`config.mk`:
```
export PLATFORM = sky130hd
export DESIGN_NAME = tmrou_top
export DESIGN_NICKNAME = d
export VERILOG_FILES = /design/src/verilog/tmrou_pkg.sv /design/src/verilog/tmrou_irq_vector.sv /design/src/verilog/tmrou_output_unit.sv /design/src/verilog/tmrou_top.sv
export SDC_FILE = /design/constraint.sdc
export NUM_CORES = 1
export LEC_CHECK = 0
export ABC_AREA = 1
export BUFFER_PORTS_ARGS = -buffer_cell sky130_fd_sc_hd__buf_4
export CORE_UTILIZATION = 35
export CTS_CLUSTER_SIZE = 24
export DETAILED_ROUTE_END_ITERATION = 10
export PLACE_DENSITY = 0.51
export SLEW_MARGIN = 25
export SYNTH_ARGS = -nofsm -noshare
export SYNTH_HDL_FRONTEND = slang
export SYNTH_SLANG_ARGS = --single-unit
export TNS_END_PERCENT = 30
```
`constraint.sdc`:
```
create_clock -name clock_i -period 3.5 [get_ports clock_i]
set_clock_uncertainty 0.15 [all_clocks]
set_input_delay 0.175 -clock clock_i [delete_from_list [all_inputs] [get_ports clock_i]]
set_output_delay 0.175 -clock clock_i [all_outputs]
set_load 0.01 [all_outputs]
```
`src/verilog/tmrou_pkg.sv`:
```
// Purpose: Shared constants of the timer output and interrupt unit.
// Assumes: APB word index equals the printed register offset; byte address is four times it.
// Notes:   Output modes and vector codes are defined here once.

package tmrou_pkg;

    // ------------------------------------------------------------
    // Sizes
    // ------------------------------------------------------------
    localparam int unsigned NUM_CH   = 7;
    localparam int unsigned NUM_FLAG = 8;
    localparam int unsigned OVF_IDX  = 7;

    // ------------------------------------------------------------
    // Register indices (byte address = 4 * index)
    // ------------------------------------------------------------
    localparam logic [9:0] IDX_CTL   = 10'h180;
    localparam logic [9:0] IDX_CNT   = 10'h190;
    localparam logic [9:0] IDX_CCTL0 = 10'h182;
    localparam logic [9:0] IDX_CCR0  = 10'h192;
    localparam logic [9:0] IDX_STEP  = 10'h002;
    localparam logic [9:0] IDX_VEC   = 10'h11e;
    localparam logic [9:0] IDX_HIZ   = 10'h1a0;

    // ------------------------------------------------------------
    // Field positions
    // ------------------------------------------------------------
    localparam int unsigned CTL_OVF_FLAG_BIT = 0;
    localparam int unsigned CTL_OVF_IE_BIT   = 1;
    localparam int unsigned CCTL_FLAG_BIT    = 0;
    localparam int unsigned CCTL_OUT_BIT     = 2;
    localparam int unsigned CCTL_IE_BIT      = 4;
    localparam int unsigned CCTL_MODE_LSB    = 5;
    localparam int unsigned CCTL_CAP_BIT     = 8;
    localparam int unsigned HIZ_SEL_BIT      = 0;

    // ------------------------------------------------------------
    // Output modes
    // ------------------------------------------------------------
    localparam logic [2:0] OM_OUTPUT    = 3'h0;
    localparam logic [2:0] OM_SET       = 3'h1;
    localparam logic [2:0] OM_TOG_RESET = 3'h2;
    localparam logic [2:0] OM_SET_RESET = 3'h3;
    localparam logic [2:0] OM_TOGGLE    = 3'h4;
    localparam logic [2:0] OM_RESET     = 3'h5;
    localparam logic [2:0] OM_TOG_SET   = 3'h6;
    localparam logic [2:0] OM_RESET_SET = 3'h7;

    // ------------------------------------------------------------
    // Vector codes and reset values
    // ------------------------------------------------------------
    localparam logic [3:0]  VEC_NONE = 4'h0;
    localparam logic [3:0]  VEC_OVF  = 4'he;
    localparam logic [15:0] CCR_RST  = 16'h0000;
    localparam logic [2:0]  MODE_RST = 3'h0;

endpackage

```
`src/verilog/tmrou_irq_vector.sv`:
```
// Purpose: Interrupt flags, channel 0 request and the prioritised vector word.
// Assumes: Flag index 0..6 are channels, index 7 is the overflow flag.
// Notes:   Hardware set wins over any clear in the same cycle.

`timescale 1ns/1ps

module tmrou_irq_vector
    import tmrou_pkg::*;
(
    input  wire logic                clock_i,
    input  wire logic                rstn_i,
    input  wire logic [NUM_FLAG-1:0] flag_set_i,
    input  wire logic [NUM_FLAG-1:0] sw_we_i,
    input  wire logic [NUM_FLAG-1:0] sw_val_i,
    input  wire logic [NUM_FLAG-1:0] vec_clr_i,
    input  wire logic                irq0_ack_i,
    input  wire logic [NUM_FLAG-1:0] flag_en_i,
    input  wire logic                global_irq_enable_i,
    output logic [NUM_FLAG-1:0]      flags_o,
    output logic [3:0]               vector_code_o,
    output logic [NUM_FLAG-1:0]      vector_top_o,
    output logic                     irq_ch0_o,
    output logic                     irq_vec_o
);

    logic [NUM_FLAG-1:0] flag_reg;
    logic [NUM_FLAG-1:0] flag_next;
    logic [NUM_FLAG-1:0] pend;
    logic [NUM_FLAG-1:0] ack_mask;

    // Lowest channel first, overflow last, channel 0 never.
    function automatic logic [3:0] vec_code(input logic [NUM_FLAG-1:0] p);
        logic [3:0] c;
        c = VEC_NONE;
        if (p[OVF_IDX]) c = VEC_OVF;
        for (int i = NUM_CH - 1; i >= 1; i--) begin
            if (p[i]) c = 4'(2 * i);
        end
        return c;
    endfunction

    assign pend          = flag_reg & flag_en_i;
    assign vector_code_o = vec_code(pend);
    assign ack_mask      = {{(NUM_FLAG-1){1'b0}}, irq0_ack_i};

    always_comb begin
        vector_top_o = '0;
        for (int i = 1; i < NUM_FLAG; i++) begin
            if (vec_code(pend) == ((i == OVF_IDX) ? VEC_OVF : 4'(2 * i))) begin
                vector_top_o[i] = pend[i];
            end
        end
    end

    // Clears first, then software writes, then hardware events.
    assign flag_next = (((flag_reg & ~vec_clr_i & ~ack_mask) & ~sw_we_i)
                       | (sw_val_i & sw_we_i)) | flag_set_i;

    always_ff @(posedge clock_i or negedge rstn_i) begin
        if (!rstn_i) begin
            flag_reg <= '0;
        end else begin
            flag_reg <= flag_next;
        end
    end

    assign flags_o   = flag_reg;
    assign irq_ch0_o = pend[0] & global_irq_enable_i;
    // Stays high while any other enabled flag remains.
    assign irq_vec_o = (|pend[NUM_FLAG-1:1]) & global_irq_enable_i;

endmodule

```
`src/verilog/tmrou_output_unit.sv`:
```
// Purpose: One channel output unit with eight output modes.
// Assumes: Match inputs are one-cycle pulses in the timer clock domain.
// Notes:   Mode 0 passes the software bit straight through.

`timescale 1ns/1ps

module tmrou_output_unit
    import tmrou_pkg::*;
(
    input  wire logic       clock_i,
    input  wire logic       rstn_i,
    input  wire logic [2:0] output_mode_sel_i,
    input  wire logic       out_bit_i,
    input  wire logic       channel_match_i,
    input  wire logic       period_match_i,
    output logic            channel_output_o
);

    logic out_reg;
    logic out_next;

    // ------------------------------------------------------------
    // Mode decode
    // ------------------------------------------------------------
    // Channel actions win over period actions, so on unit 0 the
    // combined modes collapse to their channel action.
    always_comb begin
        out_next = out_reg;
        unique case (output_mode_sel_i)
            OM_OUTPUT:    out_next = out_bit_i;
            OM_SET:       if (channel_match_i) out_next = 1'b1;
            OM_TOG_RESET: begin
                if (channel_match_i)     out_next = ~out_reg;
                else if (period_match_i) out_next = 1'b0;
            end
            OM_SET_RESET: begin
                if (channel_match_i)     out_next = 1'b1;
                else if (period_match_i) out_next = 1'b0;
            end
            OM_TOGGLE:    if (channel_match_i) out_next = ~out_reg;
            OM_RESET:     if (channel_match_i) out_next = 1'b0;
            OM_TOG_SET:   begin
                if (channel_match_i)     out_next = ~out_reg;
                else if (period_match_i) out_next = 1'b1;
            end
            OM_RESET_SET: begin
                if (channel_match_i)     out_next = 1'b0;
                else if (period_match_i) out_next = 1'b1;
            end
        endcase
    end

    always_ff @(posedge clock_i or negedge rstn_i) begin
        if (!rstn_i) begin
            out_reg <= 1'b0;
        end else begin
            out_reg <= out_next;
        end
    end

    // Mode 0 bypasses the flop; the flop still follows the bit so
    // leaving mode 0 starts from the level already on the pin.
    assign channel_output_o = (output_mode_sel_i == OM_OUTPUT) ? out_bit_i : out_reg;

endmodule

```
`src/verilog/tmrou_top.sv`:
```
// Purpose: Timer output units and interrupt logic behind an APB slave.
// Assumes: Counter value and direction come from an external counter core.
// Notes:   Reads answer one cycle after setup; pready is high in every access phase.
//
// Chosen here: the APB register port and the register addresses.

`timescale 1ns/1ps

module tmrou_top
    import tmrou_pkg::*;
(
    input  wire logic              clock_i,
    input  wire logic              rstn_i,
    input  wire logic              psel_i,
    input  wire logic              penable_i,
    input  wire logic              pwrite_i,
    input  wire logic [11:0]       paddr_i,
    input  wire logic [31:0]       pwdata_i,
    output logic [31:0]            prdata_o,
    output logic                   pready_o,
    output logic                   pslverr_o,
    input  wire logic [15:0]       counter_value_i,
    input  wire logic              counter_tick_i,
    input  wire logic              updown_mode_i,
    input  wire logic [NUM_CH-1:0] capture_event_i,
    input  wire logic              global_irq_enable_i,
    input  wire logic              irq0_ack_i,
    input  wire logic              output_hiz_pin_i,
    output logic [NUM_CH-1:0]      channel_output_o,
    output logic [NUM_CH-1:0]      channel_output_oe_o,
    output logic                   irq_ch0_o,
    output logic                   irq_vec_o
);

    // ------------------------------------------------------------
    // Storage
    // ------------------------------------------------------------
    logic [15:0]         capcomp_reg [NUM_CH];
    logic [2:0]          mode_reg    [NUM_CH];
    logic [NUM_CH-1:0]   ie_reg;
    logic [NUM_CH-1:0]   outbit_reg;
    logic [NUM_CH-1:0]   cap_reg;
    logic                ovf_ie_reg;
    logic                hiz_sel_reg;
    logic [15:0]         cnt_prev_reg;
    logic [31:0]         prdata_reg;
    logic [NUM_FLAG-1:0] vec_top_reg;

    // ------------------------------------------------------------
    // Event wires
    // ------------------------------------------------------------
    logic [NUM_CH-1:0]   channel_match;
    logic                period_match;
    logic                ovf_event;
    logic [15:0]         period_latch;
    logic [NUM_FLAG-1:0] flag_set;
    logic [NUM_FLAG-1:0] flag_en;
    logic [NUM_FLAG-1:0] flags;
    logic [NUM_FLAG-1:0] vec_top;
    logic [3:0]          vector_word;
    logic [NUM_CH-1:0]   unit_out;

    // ------------------------------------------------------------
    // Bus decode wires
    // ------------------------------------------------------------
    logic                setup_ph;
    logic                access_ph;
    logic                bus_wr;
    logic [NUM_CH-1:0]   cctl_hit;
    logic [NUM_CH-1:0]   ccr_hit;
    logic                ctl_hit;
    logic                cnt_hit;
    logic                vec_hit;
    logic                hiz_hit;
    logic                any_hit;
    logic [NUM_FLAG-1:0] sw_we;
    logic [NUM_FLAG-1:0] sw_val;
    logic [NUM_FLAG-1:0] vec_clr;
    logic [31:0]         read_word;

    assign setup_ph  = psel_i & ~penable_i;
    assign access_ph = psel_i & penable_i;
    assign bus_wr    = access_ph & pwrite_i & any_hit;

    // Word aligned hit for one register index.
    function automatic logic hit(input logic [11:0] a, input logic [9:0] ix);
        return (a[11:2] == ix) && (a[1:0] == 2'b00);
    endfunction

    assign ctl_hit = hit(paddr_i, IDX_CTL);
    assign cnt_hit = hit(paddr_i, IDX_CNT);
    assign vec_hit = hit(paddr_i, IDX_VEC);
    assign hiz_hit = hit(paddr_i, IDX_HIZ);
    assign any_hit = ctl_hit | cnt_hit | vec_hit | hiz_hit | (|cctl_hit) | (|ccr_hit);

    // ------------------------------------------------------------
    // Match and overflow events
    // ------------------------------------------------------------
    assign period_latch = capcomp_reg[0];

    // Up mode acts on the roll from the period value to zero; up/down
    // mode acts when the count equals the period value.
    assign period_match = counter_tick_i & (updown_mode_i
                          ? (counter_value_i == period_latch)
                          : ((counter_value_i == 16'h0000) && (cnt_prev_reg == period_latch)));

    // Overflow in up/down mode only on the 1 to 0 step; otherwise on any
    // wrap back to zero.
    assign ovf_event = counter_tick_i & (counter_value_i == 16'h0000) & (updown_mode_i
                       ? (cnt_prev_reg == 16'h0001)
                       : (cnt_prev_reg != 16'h0000));

    assign channel_match[0] = period_match;

    always_ff @(posedge clock_i or negedge rstn_i) begin
        if (!rstn_i) begin
            cnt_prev_reg <= 16'h0000;
        end else if (counter_tick_i) begin
            cnt_prev_reg <= counter_value_i;
        end
    end

    // ------------------------------------------------------------
    // Per-channel decode, events and output units
    // ------------------------------------------------------------
    genvar g;
    generate
        for (g = 0; g < NUM_CH; g++) begin : g_ch
            assign cctl_hit[g] = hit(paddr_i, IDX_CCTL0 + 10'(g) * IDX_STEP);
            assign ccr_hit[g]  = hit(paddr_i, IDX_CCR0 + 10'(g) * IDX_STEP);

            if (g > 0) begin : g_match
                // Either count direction counts as a match.
                assign channel_match[g] = counter_tick_i & (counter_value_i == capcomp_reg[g]);
            end

            // Capture mode flags on the capture, compare mode on the match.
            assign flag_set[g] = cap_reg[g] ? capture_event_i[g] : channel_match[g];
            assign flag_en[g]  = ie_reg[g];
            assign sw_we[g]    = bus_wr & cctl_hit[g];
            assign sw_val[g]   = pwdata_i[CCTL_FLAG_BIT];

            tmrou_output_unit u_out (
                .clock_i           (clock_i),
                .rstn_i            (rstn_i),
                .output_mode_sel_i (mode_reg[g]),
                .out_bit_i         (outbit_reg[g]),
                .channel_match_i   (channel_match[g]),
                .period_match_i    (period_match),
                .channel_output_o  (unit_out[g])
            );

            always_ff @(posedge clock_i or negedge rstn_i) begin
                if (!rstn_i) begin
                    capcomp_reg[g] <= CCR_RST;
                    mode_reg[g]    <= MODE_RST;
                    ie_reg[g]      <= 1'b0;
                    outbit_reg[g]  <= 1'b0;
                    cap_reg[g]     <= 1'b0;
                end else begin
                    // A capture beats a software write in the same cycle.
                    if (cap_reg[g] && capture_event_i[g]) begin
                        capcomp_reg[g] <= counter_value_i;
                    end else if (bus_wr && ccr_hit[g]) begin
                        capcomp_reg[g] <= pwdata_i[15:0];
                    end
                    if (bus_wr && cctl_hit[g]) begin
                        mode_reg[g]   <= pwdata_i[CCTL_MODE_LSB +: 3];
                        ie_reg[g]     <= pwdata_i[CCTL_IE_BIT];
                        outbit_reg[g] <= pwdata_i[CCTL_OUT_BIT];
                        cap_reg[g]    <= pwdata_i[CCTL_CAP_BIT];
                    end
                end
            end
        end
    endgenerate

    // ------------------------------------------------------------
    // Overflow flag and high-impedance select controls
    // ------------------------------------------------------------
    assign flag_set[OVF_IDX] = ovf_event;
    assign flag_en[OVF_IDX]  = ovf_ie_reg;
    assign sw_we[OVF_IDX]    = bus_wr & ctl_hit;
    assign sw_val[OVF_IDX]   = pwdata_i[CTL_OVF_FLAG_BIT];

    always_ff @(posedge clock_i or negedge rstn_i) begin
        if (!rstn_i) begin
            ovf_ie_reg  <= 1'b0;
            hiz_sel_reg <= 1'b0;
        end else begin
            if (bus_wr && ctl_hit) begin
                ovf_ie_reg <= pwdata_i[CTL_OVF_IE_BIT];
            end
            if (bus_wr && hiz_hit) begin
                hiz_sel_reg <= pwdata_i[HIZ_SEL_BIT];
            end
        end
    end

    // ------------------------------------------------------------
    // Interrupt flags and vector
    // ------------------------------------------------------------
    // The flag cleared by a vector access is the one sampled in the
    // setup cycle, so the cleared flag always matches the code read.
    assign vec_clr = (access_ph && vec_hit) ? vec_top_reg : '0;

    tmrou_irq_vector u_irq (
        .clock_i             (clock_i),
        .rstn_i              (rstn_i),
        .flag_set_i          (flag_set),
        .sw_we_i             (sw_we),
        .sw_val_i            (sw_val),
        .vec_clr_i           (vec_clr),
        .irq0_ack_i          (irq0_ack_i),
        .flag_en_i           (flag_en),
        .global_irq_enable_i (global_irq_enable_i),
        .flags_o             (flags),
        .vector_code_o       (vector_word),
        .vector_top_o        (vec_top),
        .irq_ch0_o           (irq_ch0_o),
        .irq_vec_o           (irq_vec_o)
    );

    // ------------------------------------------------------------
    // Read mux
    // ------------------------------------------------------------
    always_comb begin
        read_word = 32'h0000_0000;
        if (ctl_hit) begin
            read_word[CTL_OVF_FLAG_BIT] = flags[OVF_IDX];
            read_word[CTL_OVF_IE_BIT]   = ovf_ie_reg;
        end
        if (cnt_hit) begin
            read_word[15:0] = counter_value_i;
        end
        if (vec_hit) begin
            read_word[3:0] = vector_word;
        end
        if (hiz_hit) begin
            read_word[HIZ_SEL_BIT] = hiz_sel_reg;
        end
        for (int i = 0; i < NUM_CH; i++) begin
            if (cctl_hit[i]) begin
                read_word[CCTL_FLAG_BIT]        = flags[i];
                read_word[CCTL_OUT_BIT]         = outbit_reg[i];
                read_word[CCTL_IE_BIT]          = ie_reg[i];
                read_word[CCTL_MODE_LSB +: 3]   = mode_reg[i];
                read_word[CCTL_CAP_BIT]         = cap_reg[i];
            end
            if (ccr_hit[i]) begin
                read_word[15:0] = capcomp_reg[i];
            end
        end
    end

    always_ff @(posedge clock_i or negedge rstn_i) begin
        if (!rstn_i) begin
            prdata_reg  <= 32'h0000_0000;
            vec_top_reg <= '0;
        end else if (setup_ph) begin
            prdata_reg  <= read_word;
            vec_top_reg <= vec_hit ? vec_top : '0;
        end
    end

    assign prdata_o  = prdata_reg;
    assign pready_o  = 1'b1;
    assign pslverr_o = access_ph & ~any_hit;

    // ------------------------------------------------------------
    // Pins
    // ------------------------------------------------------------
    assign channel_output_o    = unit_out;
    assign channel_output_oe_o = {NUM_CH{~(hiz_sel_reg & output_hiz_pin_i)}};

endmodule
```
---- Word-level counts from Yosys, hierarchy flattened ----
Cells that the tools add are included.
word-level totals
  register bits ........................... 211
  input bits .............................. 77
  output and inout port bits .............. 50
  logic and storage cells ................. 417
cells by class
  equal/unequal tests ..................... 104
  multiplexer cells ....................... 142
  bitwise operators ....................... 50
  reductions and logical operators ........ 73
operators with widths
  cell                                                   count
  two-way mux 16 bit                                     22
  equality test 10 x 9 -> 1 bit (second input constant)  18
  equality test 16 bit                                   8
  two-way mux 1 bit                                      95
  equality test 3 bit (second input constant)            28
  case mux 1 bit (8 select lines)                        6
  logical AND 1 bit                                      43
  equality test 3 x 2 -> 1 bit (second input constant)   14
  != test 2 x 1 -> 1 bit (second input constant)         21
  AND 8 bit                                              5
  two-way mux 5 bit                                      7
  two-way mux 4 bit                                      8
  AND 1 bit                                              25
  equality test 3 x 1 -> 1 bit (second input constant)   7
  zero test 3 bit                                        7
  AND reduction 3 bit                                    7
  OR reduction 7 bit                                     3
  equality test 16 x 1 -> 1 bit (second input constant)  1
  equality test 4 bit (second input constant)            4
  zero test 16 bit                                       1
  two-way mux 8 bit                                      2
  NOT 8 bit                                              2
  bitwise OR 8 bit                                       2
  nonzero test 16 bit                                    1
  other kinds (11)                                       32

---- Longest topological paths before layout ----
Gate-level depths: netlist (run 1).
  depth after elaboration ................. 24
  depth in mapped cells ................... 17
  gate-level depth less buffers ........... 16

---- By module ----
Synthesis (run 1) repeated with hierarchy kept, for this count alone.
second synthesis, totals
  cells, all modules ...................... 1951
  area, all modules ....................... 13984.7 um^2
modules (own cells, without submodules)
  module             instances  cells an instance  area an instance (um^2)
  tmrou_top          1          1685               12438.2
  tmrou_output_unit  7          27                 136.4
  tmrou_irq_vector   1          77                 591.8

---- Least setup slack after synthesis (run 1) ----
OpenSTA, ideal clock, no wires.
  path kind ............................... input to register
  from .................................... in paddr_i[1]
  to ...................................... reg mode_reg[7] in the netlist's numbering
  arrival time ............................ 1830 ps
  required time ........................... 3215 ps
  slack ................................... 1385 ps
  cell stages on the path ................. 16
  path through ............................ nor2_1 nand2_1 nor2_4 inv_4 nor2_8 inv_4 nand4_1 nor3_1 nand4_2 nand2_2 buf_6 inv_4 nand2_2 buf_2 nand2_1 o21ai_0
between the ends
  cells in the longest elaborated chain, start to end .. 9
RTL lines
  item                             line              RTL
  from (decl)                      tmrou_top.sv:17   input wire logic [11:0] paddr_i,
  zero test 2 bit (*)              tmrou_top.sv:87   return (a[11:2] == ix) && (a[1:0] == 2'b00);
  logical AND 1 bit                tmrou_top.sv:87
  bitwise OR 1 bit (5 in series)   tmrou_top.sv:94   assign any_hit = ctl_hit | cnt_hit | vec_hit | hiz_hit | (|cctl_hit) | (|ccr_hit);
  AND 1 bit                        tmrou_top.sv:83   assign bus_wr = access_ph & pwrite_i & any_hit;
  logical AND 1 bit (*)            tmrou_top.sv:167  if (bus_wr && cctl_hit[g]) begin
  to (signal, indexed assignment)  tmrou_top.sv:168  mode_reg[g] <= pwdata_i[CCTL_MODE_LSB +: 3];
  to (decl)                        tmrou_top.sv:39   logic [2:0] mode_reg [NUM_CH];
Mark *: on every way between the ends. The rest lies on a longest branch, timed or not.
A chain may end at the register's enable or synchronous reset.

---- Worst setup path in the final report (run 1) ----
  from .................................... in paddr_i[2]
  to ...................................... reg capcomp_reg[95] in the netlist's numbering
between the ends
  cells in the longest elaborated chain, start to end .. 10
RTL lines
  item                                     line              RTL
  equality test 10 x 9 -> 1 bit            tmrou_top.sv:87
  logical AND 1 bit                        tmrou_top.sv:87
  bitwise OR 1 bit (5 in series)           tmrou_top.sv:94
  AND 1 bit                                tmrou_top.sv:83
  logical AND 1 bit (*)                    tmrou_top.sv:164  end else if (bus_wr && ccr_hit[g]) begin
  nonzero test 2 bit (no source line) (*)  --
  to (signal, indexed assignment)          tmrou_top.sv:163  capcomp_reg[g] <= counter_value_i;
  to (signal, indexed assignment)          tmrou_top.sv:165  capcomp_reg[g] <= pwdata_i[15:0];
  to (decl)                                tmrou_top.sv:38   logic [15:0] capcomp_reg [NUM_CH];
Marked as above.

==> impl_results.md, run 1 <==
* Status: completed
* Tcrit/Tclk final at 0.9090
* Initial Util at 0.3543
* Min-Delay Path Class: in -> reg
* Hold Vio Cnt, Final at 0
* Number of global-route vias before repair at roughly 13k
* Asr flop ratio synth at 1.000
* First-pass GRT wire length at around 82 mm
* Root buf cell: clkbuf_16
* Total Neg Setup Slack at 0 ps
* Core ar. at between 0.03 and 0.04 mm^2
* Final min period at roughly 3200 ps
* Pwr dens at between 300 and 400 mW/mm^2
* Hold Worst Slack at 8.925 ps
* TritonCTS Buffers at 26
* Nets at 2123
* Headroom to the max-slew limit at 0.4105
* Post-synthesis register bit count at between 200 and 250
* GRT Total Usage at 0.2758
* Routed Antenna Nets at 0
* Grt ovf at 0
* # IOs at roughly 130
* Final wirelength at 54.21 mm
* Detailed placement HPWL at between 30 and 40 mm
* Area occupied by multi-input gates at 0.007005 mm^2
* Clk Latency, worst-skew pair at 560 ps
* Fillers at just over 4k
* Final Wtd Congestion at 0.9471
* Port-buffer cells at between 90 and 100
* Post-synthesis sequential area ratio at 0.3838
* Htree depth at 1
* Synth Cell Area at around 0.014 mm^2
* Max-cap violations at 0
* Post-CTS Resized at 0
* Diode count at 0
* Number of flip-flops in the largest register at 96
* Finish-stage setup viols at 0
* Clock slew at reported path FFs at ~60 ps
* Most common cell after layout, fill and taps aside: nand2_1
* Synthesis warning total at 0
* Slew @ Worst Pin at about 880 ps
* Wire length per cell at around 21 um
* WS Path Type: in -> reg
* Syn_area_per_cell at roughly 7.0 um^2
* Crit path DAT at between 3000 and 4000 ps
* DRC Markers at 0
* Row count at 72
* Synth cell types at 52
* Critical path, cell by cell: buf_4 -> nor2_1 -> nand3_2 -> nor2_8 -> inv_4 -> nand4_1 -> nor3_1 -> nand4_2 -> nand2_2 -> o21ai_4 -> a31oi_1 -> dlygate4sd3_1
* RSZ-0062 raised after global routing: no
* Power consumption at 5918 uW
* Cell count after synthesis at around 2k
* Worst setup margin at ~320 ps
* Detailed router's first-iteration violation count at between 1k and 1.5k
* Slowest CP cell: o21ai_4
* Reg area at between 0.005 and 0.006 mm^2
* Dpl ws at around 340 ps
* Pin count of the biggest net entering global routing at 95
* Post-synth EDFFs at 0
* Peak fanout along the critical path at 32
* Final Max Slew Viols at 0
* Die Area at between 0.03 and 0.04 mm^2
* Die height at roughly 200 um
* Fmax achieved at 314.3 MHz
* DIE WIDTH at between 150 and 200 um
* Area Overhead vs Synth at 17.75%
* Via density at 5.395
* Lkg Pwr at 0.007574 uW
* Most frequent cells in the layout: nand2_1, o21ai_0, inv_1, dfrtp_1, nor2_1
* Vias at 13.94k
* Initial antenna violation count at 0
* Share of post-route cells with drive strength above 1 at 0.1128
* Main flop type after synthesis: dfrtp_1
* Critical Path Sink Type: register
* Max VDD drop at 0.3010 mV
* CTS tree: done
* Crit path largest cell delay at 780 ps
* CTS Buffer Depth at 3
* Required @ worst endpoint at around 3800 ps
* Startpoint Class: input port
* Clock tree sinks at 210
* Initial DRT Pass Iterations at 5
## power by group
part / switching (uW) / internal, uW
sequential: 33.4 / 2460
clock: 1170 / 1650
combinational: 411 / 193
## kinds of logic (layout without fill, tap and decap cells)
logic type,after synthesis,count (layout),synth area share
AOI/OAI and AO/OA,466,466,0.1994
other,2,17,0.0005485
buffers and inverters,353,452,0.1096
DFF,210,210,0.3838
xor gates and xnor gates,52,52,0.03326
and+or+nand+nor,868,868,0.2734
## synth_stat cells (4+ instances only)
| master | n | share of area |
|---|---|---|
| nor2_1 | 190 | 0.052 |
| o21ai_0 | 219 | 0.080 |
| o21ai_1 | 33 | 0.012 |
| a211oi_1 | 4 | 0.0022 |
| nor4_1 | 31 | 0.014 |
| a31oi_1 | 4 | 0.0018 |
| inv_1 | 213 | 0.058 |
| a21oi_1 | 76 | 0.028 |
| o22ai_1 | 27 | 0.012 |
| o211ai_1 | 56 | 0.031 |
| nand3_1 | 47 | 0.017 |
| nor2_2 | 5 | 0.0023 |
| nand2_2 | 8 | 0.0037 |
| nand2_1 | 474 | 0.13 |
| xnor2_1 | 22 | 0.014 |
| nor3b_1 | 6 | 0.0033 |
| o21a_1 | 4 | 0.0022 |
| o31ai_1 | 4 | 0.0022 |
| dfrtp_1 | 210 | 0.38 |
| buf_2 | 20 | 0.0073 |
| a221oi_1 | 5 | 0.0032 |
| o2111ai_1 | 12 | 0.0077 |
| nor3_1 | 30 | 0.011 |
| nand3b_1 | 7 | 0.0038 |
| clkbuf_1 | 74 | 0.020 |
| o32ai_1 | 5 | 0.0032 |
| nand4_1 | 55 | 0.025 |
| buf_4 | 36 | 0.020 |
| xor2_1 | 30 | 0.019 |
| o21ai_4 | 6 | 0.0071 |
## through the flow
step | std cells | area [um^2] | utilization
6_report | 2583 | 16120 | 0.4172
5_1_grt | 2583 | 16120 | 0.4172
4_1_cts | 2583 | 16120 | 0.4172
3_5_place_dp | 2497 | 14860 | 0.3846
3_3_place_gp | 2497 | 14860 | 0.3846
2_1_floorplan | 1966 | 13750 | -
## path summary, 6_finish.rpt
kind                                    start                    end  slack [ps]  cells after the start
min in group asynchronous              rstn_i            mode_reg[1]          80                      2
hold reg to reg                   prdata_o[3]            prdata_o[3]         330                      2
setup reg to reg              period_latch[4]  g_ch[5].u_out.out_reg         760                     15
max in group asynchronous              rstn_i  g_ch[3].u_out.out_reg        2080                      3
hold / removal             capture_event_i[5]       u_irq.flags_o[5]           9                      4
setup / recovery                   paddr_i[2]        capcomp_reg[95]         320                     12
## worst max-delay path: cells and delay by family
family          cells  cell delay (ps)
buf+inv             3              830
compound gates      2              930
simple gates        7             1490
## timing repair
action                    in CTS  in global routing
buffers inserted               0                  0
hold buffers                  39                  0
hold endpoints to repair     190                  0
## layout make-up
| type | count | share of cell area |
|---|---|---|
| multi-input cells | 1403 | 0.4345 |
| flip-flops and latches | 210 | 0.3260 |
| repair buffers | 186 | 0.09391 |
| inverters | 219 | 0.05146 |
| clock buffers | 34 | 0.04664 |
| well taps | 518 | 0.04020 |
| clock inverters | 13 | 0.007295 |
## layer usage
layer | vias up | track usage | wire (um)
li1 | 6634 | - | -
met1 | 6683 | 0.3883 | 24290
met2 | 539 | 0.4403 | 24570
met3 | 80 | 0.03915 | 3968
met4 | 0 | 0.07549 | 1385
met5 | - | 0 | 0
Power figures use the tool's default switching activity.
==> inputs of run 2 (changes only) <==
--- a/config.mk
+++ b/config.mk
@@ -5,12 +5,13 @@
 export SDC_FILE = /design/constraint.sdc
 export NUM_CORES = 1
 export LEC_CHECK = 0
-export ABC_AREA = 1
 export BUFFER_PORTS_ARGS = -buffer_cell sky130_fd_sc_hd__buf_4
+export CORE_MARGIN = 2
 export CORE_UTILIZATION = 35
 export CTS_CLUSTER_SIZE = 24
 export DETAILED_ROUTE_END_ITERATION = 10
 export PLACE_DENSITY = 0.51
+export SKIP_CTS_REPAIR_TIMING = 1
 export SLEW_MARGIN = 25
 export SYNTH_ARGS = -nofsm -noshare
 export SYNTH_HDL_FRONTEND = slang
==> impl_results.md, run 2 <==
* Pin count of the biggest net entering global routing at 87 (-8.4%)
* Headroom to the max-slew limit at 0.2761 (-0.1343)
* R2R Path End: u_irq.flags_o[0]
* Crit path DAT at 3110 ps (-360 ps)
* Final std cells w/o fill at 2121 (-18%)
* Top-count cell post-synth: dfrtp_1
* Post-Route Utilization at 0.4169 (about the same)
* Diode count at 0 (unchanged)
* Worst Reg-to-Reg Cells at 8 (-7)
* Hold Path Depth at 4 (unchanged)
* Fmax achieved at 353.3 MHz (+12%)
* Most frequent cells in the layout: dfrtp_1, nand2_1, o21ai_0, buf_4, mux2i_1
* Initial antenna violation count at 1 (+1)
* DRC Markers at 0 (unchanged)
* First-pass GRT wire length at 79.18 mm (-3.5%)
* Startpoint Class: input port
* Vias at 12.18k (-13%)
* Final wirelength at 54.01 mm (-0.36%)
* Min-delay src: paddr_i[0]
* Reg-to-Reg Start: period_latch[8]
* Max-cap violations at 0 (unchanged)
* Post-synthesis register bit count at 210 (unchanged)
* Core ar. at 0.03874 mm^2 (+0.23%)
* R2r setup slk at 790 ps (+30 ps)
* Required @ worst endpoint at 3780 ps (about the same)
* Min-Delay Path Class: in -> reg
* GRT Total Usage at 0.2579 (-0.01781)
* Most common cell after layout, fill and taps aside: dfrtp_1
* Slew @ Worst Pin at 1071 ps (+187.4 ps)
* Hold Worst Slack at -16.77 ps (-25.70 ps)
* Largest family of logic cells by synthesized area: compound AO/OA/AOI/OAI gates
* Failing checks: hold timing
* Die Area at 0.04094 mm^2 (+2.6%)
* Row count at 72 (unchanged)
* Share of post-route cells with drive strength above 1 at 0.1753 (+0.06246)
* Area Overhead vs Synth at 17.27%
* Detailed router's first-iteration violation count at 1288 (-8.1%)
* RSZ-0062 raised after global routing: no
* Max VDD drop at 0.3571 mV (+19%)
* Clock slew at reported path FFs at 60 ps (about the same)
* CTS tree: done
* Post-synthesis xor/xnor area fraction at 0.08205 (+0.04879)
* DIE WIDTH at 202.3 um (+1.3%)
* Final Wtd Congestion at 0.9242 (-2.4%)
* Main flop type after synthesis: dfrtp_1
* Number of flip-flops in the largest register at 96 (unchanged)
* Synthesis warning total at 0 (unchanged)
* Peak fanout along the critical path at 16 (-50%)
* Cell count after synthesis at 1507 (-23%)
* Simple-Gate Fraction of Synth Area at 0.1597 (-0.1137)
* Clock tree sinks at 210 (unchanged)
* Asr flop ratio synth at 1.000 (unchanged)
* Mux contribution to synthesized area at 0.1542 (+0.1542)
* Finish-stage setup viols at 0 (unchanged)
* Number of global-route vias before repair at 11.51k (-12%)
* Synth top cells by count: dfrtp_1, nand2_1, o21ai_0, mux2i_1, clkbuf_1
* Critical Path Sink Type: register
* Port-buffer cells at 93 (unchanged)
* Final Max Slew Viols at 0 (unchanged)
* Pwr dens at 356.7 mW/mm^2 (-2.8%)
* Via density at 5.744 (+6.5%)
* Htree depth at 1 (unchanged)
* Initial DRT Pass Iterations at 5 (unchanged)
* Post-synthesis sequential area ratio at 0.3816 (-0.002162)
* Top cells by area, synth: dfrtp_1, mux2i_1, mux2_2, o21ai_0, nand2_1
* Routed Antenna Nets at 0 (unchanged)
* Nets at 1666 (-22%)
* Power consumption at 5760 uW (-2.7%)
* Die height at 202.3 um (+1.3%)
* Tcrit/Tclk final at 0.8087 (-0.1003)
* Hold Vio Cnt, Final at 1 (+1)
* Total Neg Setup Slack at 0 ps (unchanged)
* Compound-cell area share of the yosys netlist at 0.1642 (-0.03520)
* Post-synth top area cell: dfrtp_1
* CTS Buffer Depth at 3 (unchanged)
* Detailed placement HPWL at 37.99 mm (-4.7%)
* Adder-cell share of the synthesized area at 0 (unchanged)
* Hold EP: vec_top_reg[1]
* Dpl cells at 2025 (-19%)
* Lkg Pwr at 0.006390 uW (-16%)
* Area share of the largest cell type after synthesis at 0.3816 (-0.002162)
* Root buf cell: clkbuf_16
* Final min period at 2830 ps (-350.9 ps)
* WS Path Type: in -> reg
* Status: complete, but fails checks
* Grt ovf at 0 (unchanged)
* Initial Util at 0.3555 (+0.001179)
* Synth cell types at 83 (+60%)
* Wire length per cell at 25.47 um (+21%)
* Syn_area_per_cell at 9.137 um^2 (+30%)
* TritonCTS Buffers at 27 (+3.8%)
* # IOs at 127 (unchanged)
* Synth Cell Area at 0.01377 mm^2 (+0.57%)
* Clk Latency, worst-skew pair at 550 ps (about the same)
* Post-synth EDFFs at 0 (unchanged)
-- run 2: kinds of logic (layout without fill, tap and decap cells) --
logic type             Yosys count  count (layout)
XOR/XNOR                       129             129
other                            2              17
AO/OA/AOI/OAI                  360             360
multiplexers                   201             201
AND/OR/NAND/NOR                437             437
flip-flops                     210             210
buffers and inverters          168             249
-- run 2: layout make-up --
type                       count  area [um^2]
clock inverter                 4        28.78
fill                        3882        22590
multi-input combinational   1144         7799
timing repair buffer         192         1594
sequential                   210         5255
inverter                      14        52.55
tap                          518        648.1
clock buffer                  39        770.7
-- run 2: routing by layer --
metal  vias to the layer above  GRT usage  share of wire
met5                         -          0              0
met4                         0    0.06126          0.021
met3                        75    0.02789          0.063
met2                       476     0.4020           0.45
met1                      6061     0.3821           0.46
li1                       5571          -              -
-- run 2: worst max-delay path by stage --
stage / cells after the start / end / start
final: 10 / capcomp_reg[78] / paddr_i[11]
after global routing: 10 / capcomp_reg[76] / paddr_i[11]
after CTS: 6 / outbit_reg[6] / paddr_i[6]
after detailed placement: 6 / cap_reg[6] / paddr_i[6]
after global placement: 6 / outbit_reg[6] / paddr_i[6]
after floorplan: 8 / cap_reg[6] / paddr_i[6]
-- run 2: where the power goes --
group | switching [uW] | internal [uW] | total, uW
Sequential | 38.8 | 2460 | 2500
Clock | 1100 | 1510 | 2610
Combinational | 423 | 227 | 650
Total | 1560 | 4200 | 5760
-- run 2: metrics by stage --
stage	instance area, um^2	setup WS (ps)
finish	16150	669.5
global route	16150	514.2
CTS	15620	1134
detailed placement	14820	568.9
global placement	14820	569.5
floorplan	13830	1057
-- run 2: critical path, cell delays in order --
cell and delay [ps]:
buf_4 120, nor4b_2 560, and4_1 540, buf_4 220, nand2_1 150, nor2_2 130, buf_4 320, mux2i_1 220
o21ai_0 80, dlygate4sd3_1 580
==> inputs of run 3 (changes only) <==
==> constraint.sdc (replaced) <==
create_clock -name clock_i -period 2.9 [get_ports clock_i]
set_clock_uncertainty 0.15 [all_clocks]
set_input_delay 0.145 -clock clock_i [delete_from_list [all_inputs] [get_ports clock_i]]
set_output_delay 0.145 -clock clock_i [all_outputs]
set_load 0.01 [all_outputs]
==> impl_results.md, run 3 (same netlist as run 2, synthesis figures left out) <==
* Sequential Power Share at 0.415 (-0.020)
* Crit path DAT at 3020 ps (-90 ps)
* Max VDD drop at 0.4063 mV (+14%)
* RSZ-0062 raised after global routing: no
* WS Path Type: reg -> reg
* Required @ worst endpoint at 3240 ps (-540 ps)
* Routed Antenna Nets at 0 (unchanged)
* Switching share of total power at 0.2658 (-0.005596)
* Headroom to the max-slew limit at 0.5306 (+0.2545)
* Beginning of the critical path: period_latch[0]
* Initial DRT Pass Iterations at 8 (+3)
* Combinational power share at 0.110 (-0.003)
* Pin count of the biggest net entering global routing at 78 (-10%)
* Clock tree sinks at 210 (unchanged)
* Total Neg Setup Slack at 0 ps (unchanged)
* R2r setup slk at 210 ps (-580 ps)
* Detailed router's first-iteration violation count at 1152 (-11%)
* Detailed placement HPWL at 39.20 mm (+3.2%)
* Diode count at 0 (unchanged)
* Critical Path Sink Type: register
* Root buf cell: clkbuf_16
* Row count at 72 (unchanged)
* Slew @ Worst Pin at 702.2 ps (-368.5 ps)
* Max-cap violations at 0 (unchanged)
* Die Area at 0.04094 mm^2 (unchanged)
* Number of global-route vias before repair at 11.83k (+2.8%)
* DRC Markers at 0 (unchanged)
* Finish-stage setup viols at 0 (unchanged)
* Critical path, cell by cell: xor2_1 -> nor4_1 -> nand4_1 -> o22ai_2 -> buf_4 -> mux2i_1 -> o211ai_1 -> dlygate4sd3_1
* Wl on met1 at 25.30 mm (+1.2%)
* Htree depth at 1 (unchanged)
* DIE WIDTH at 202.3 um (unchanged)
* Vias at 12.45k (+2.2%)
* Initial antenna violation count at 0 (-1)
* Hold Vio Cnt, Final at 0 (-1)
* Wire length per cell at 25.55 um (+0.34%)
* WP buf/inv at 2 (-2)
* Post-Route Utilization at 0.4280 (+0.01114)
* Most frequent cells in the layout: dfrtp_1, nand2_1, o21ai_0, buf_4, mux2i_1
* Via density at 5.769 (+0.43%)
* Status: completed
* CP top delay family: buffers and inverters
* # IOs at 127 (unchanged)
* Final Max Slew Viols at 0 (unchanged)
* Initial Util at 0.3555 (unchanged)
* First-pass GRT wire length at 81.34 mm (+2.7%)
* Met2 routed WL at 24.46 mm (about the same)
* Nets at 1701 (+2.1%)
* Clock power share at 0.474 (+0.021)
* Slowest CP cell: dlygate4sd3_1
* NetSw at 1934 uW (+24%)
* Port-buffer cells at 93 (unchanged)
* Most common cell after layout, fill and taps aside: dfrtp_1
* Pwr dens at 438.8 mW/mm^2 (+23%)
* Min-Delay Path Class: in -> async
* TritonCTS Buffers at 27 (unchanged)
* Routed length on met3 at 4.007 mm (+17%)
* Hold Worst Slack at 5.759 ps (+22.53 ps)
* Final min period at between 2000 and 3000 ps
* Tcrit/Tclk final at 0.9260
* CTS Buffer Depth at 3 (unchanged)
* Core ar. at 0.03874 mm^2 (unchanged)
* Share of post-route cells with drive strength above 1 at 0.1933 (+0.01800)
* Startpoint Class: register
* Area Overhead vs Synth at 20.41%
* Peak fanout along the critical path at 9 (-7)
* Clk Latency, worst-skew pair at 560 ps (about the same)
* Fmax achieved at 372.4 MHz
* Number of flip-flops in the largest register at 96 (unchanged)
* Lkg Pwr at 0.006635 uW (+3.8%)
* Final Wtd Congestion at 0.9410 (+1.8%)
* GRT Total Usage at 0.2651 (+0.007122)
* CTS tree: done
* Top Layer Used: met4
* Die height at 202.3 um (unchanged)
* Clock slew at reported path FFs at 60 ps (about the same)
* Grt ovf at 0 (unchanged)
* Crit path largest cell delay at 560 ps (-20 ps)
* Int Pwr at 5341 uW (+27%)
* Reg-to-Reg Start: period_latch[0]
* Final wirelength at 55.14 mm (+2.1%)
[run 3: changes by cell type in the layout (fill, tap and decap cells not counted), sizes merged]
cell / before / now
clkbuf: 39 / 35
clkinv: 1 / 6
bufinv: 0 / 3
dlygate4sd3: 53 / 57
clkinvlp: 2 / 0
buf: 139 / 170
[run 3: final timing paths]
| check | cells past startpoint | end |
|---|---|---|
| min in group clock_i | 5 | vec_top_reg[3] |
| max in group asynchronous | 3 | g_ch[5].u_out.out_reg |
| min | 2 | mode_reg[15] |
| max | 8 | u_irq.flags_o[0] |
| max reg2reg | 8 | u_irq.flags_o[0] |
| min reg2reg | 1 | prdata_o[15] |
[run 3: layer usage]
layer,track usage,up-vias
met5,0,-
met4,0.06257,0
met3,0.04289,76
met2,0.4086,516
met1,0.3875,6190
li1,-,5667
[run 3: final cells by class]
type	instances	area, um^2
fill	3819	22160
multi-input combinational	1144	7797
sequential	210	5255
timing repair buffer	227	1942
clock buffer	35	755.7
tap	518	648.1
clock inverter	10	128.9
inverter	14	52.55
[run 3: per-stage QoR]
stage / cell area [um^2] / std cells / setup WS, ps / power, uW
after floorplan: 13830 / 1522 / 487.3 / 3449
after global routing: 16580 / 2158 / 96.91 / 7510
after detailed placement: 15120 / 2056 / 164.4 / 3820
final: 16580 / 2158 / 214.6 / 7275
after CTS: 16010 / 2101 / 584.0 / 7286
after global placement: 15120 / 2056 / 174.3 / 3818
[run 3: power groups by stage]
| stage | Sequential, uW | Combinational (uW) | Clock (uW) |
|---|---|---|---|
| 2_1_floorplan | 3060 | 388 | 0 |
| 3_3_place_gp | 3070 | 746 | 0 |
| 3_5_place_dp | 3070 | 747 | 0 |
| 4_1_cts | 3020 | 750 | 3520 |
| 5_1_grt | 3020 | 855 | 3630 |
| 6_report | 3020 | 803 | 3450 |
[run 3: worst reg2reg max path, stage by stage, from the launching register on]
cell           delay (ps)
dfrtp_1               500
xor2_1                210
nor4_1                350
nand4_1               160
o22ai_2               140
buf_4                 320
mux2i_1               140
o211ai_1               90
dlygate4sd3_1         560
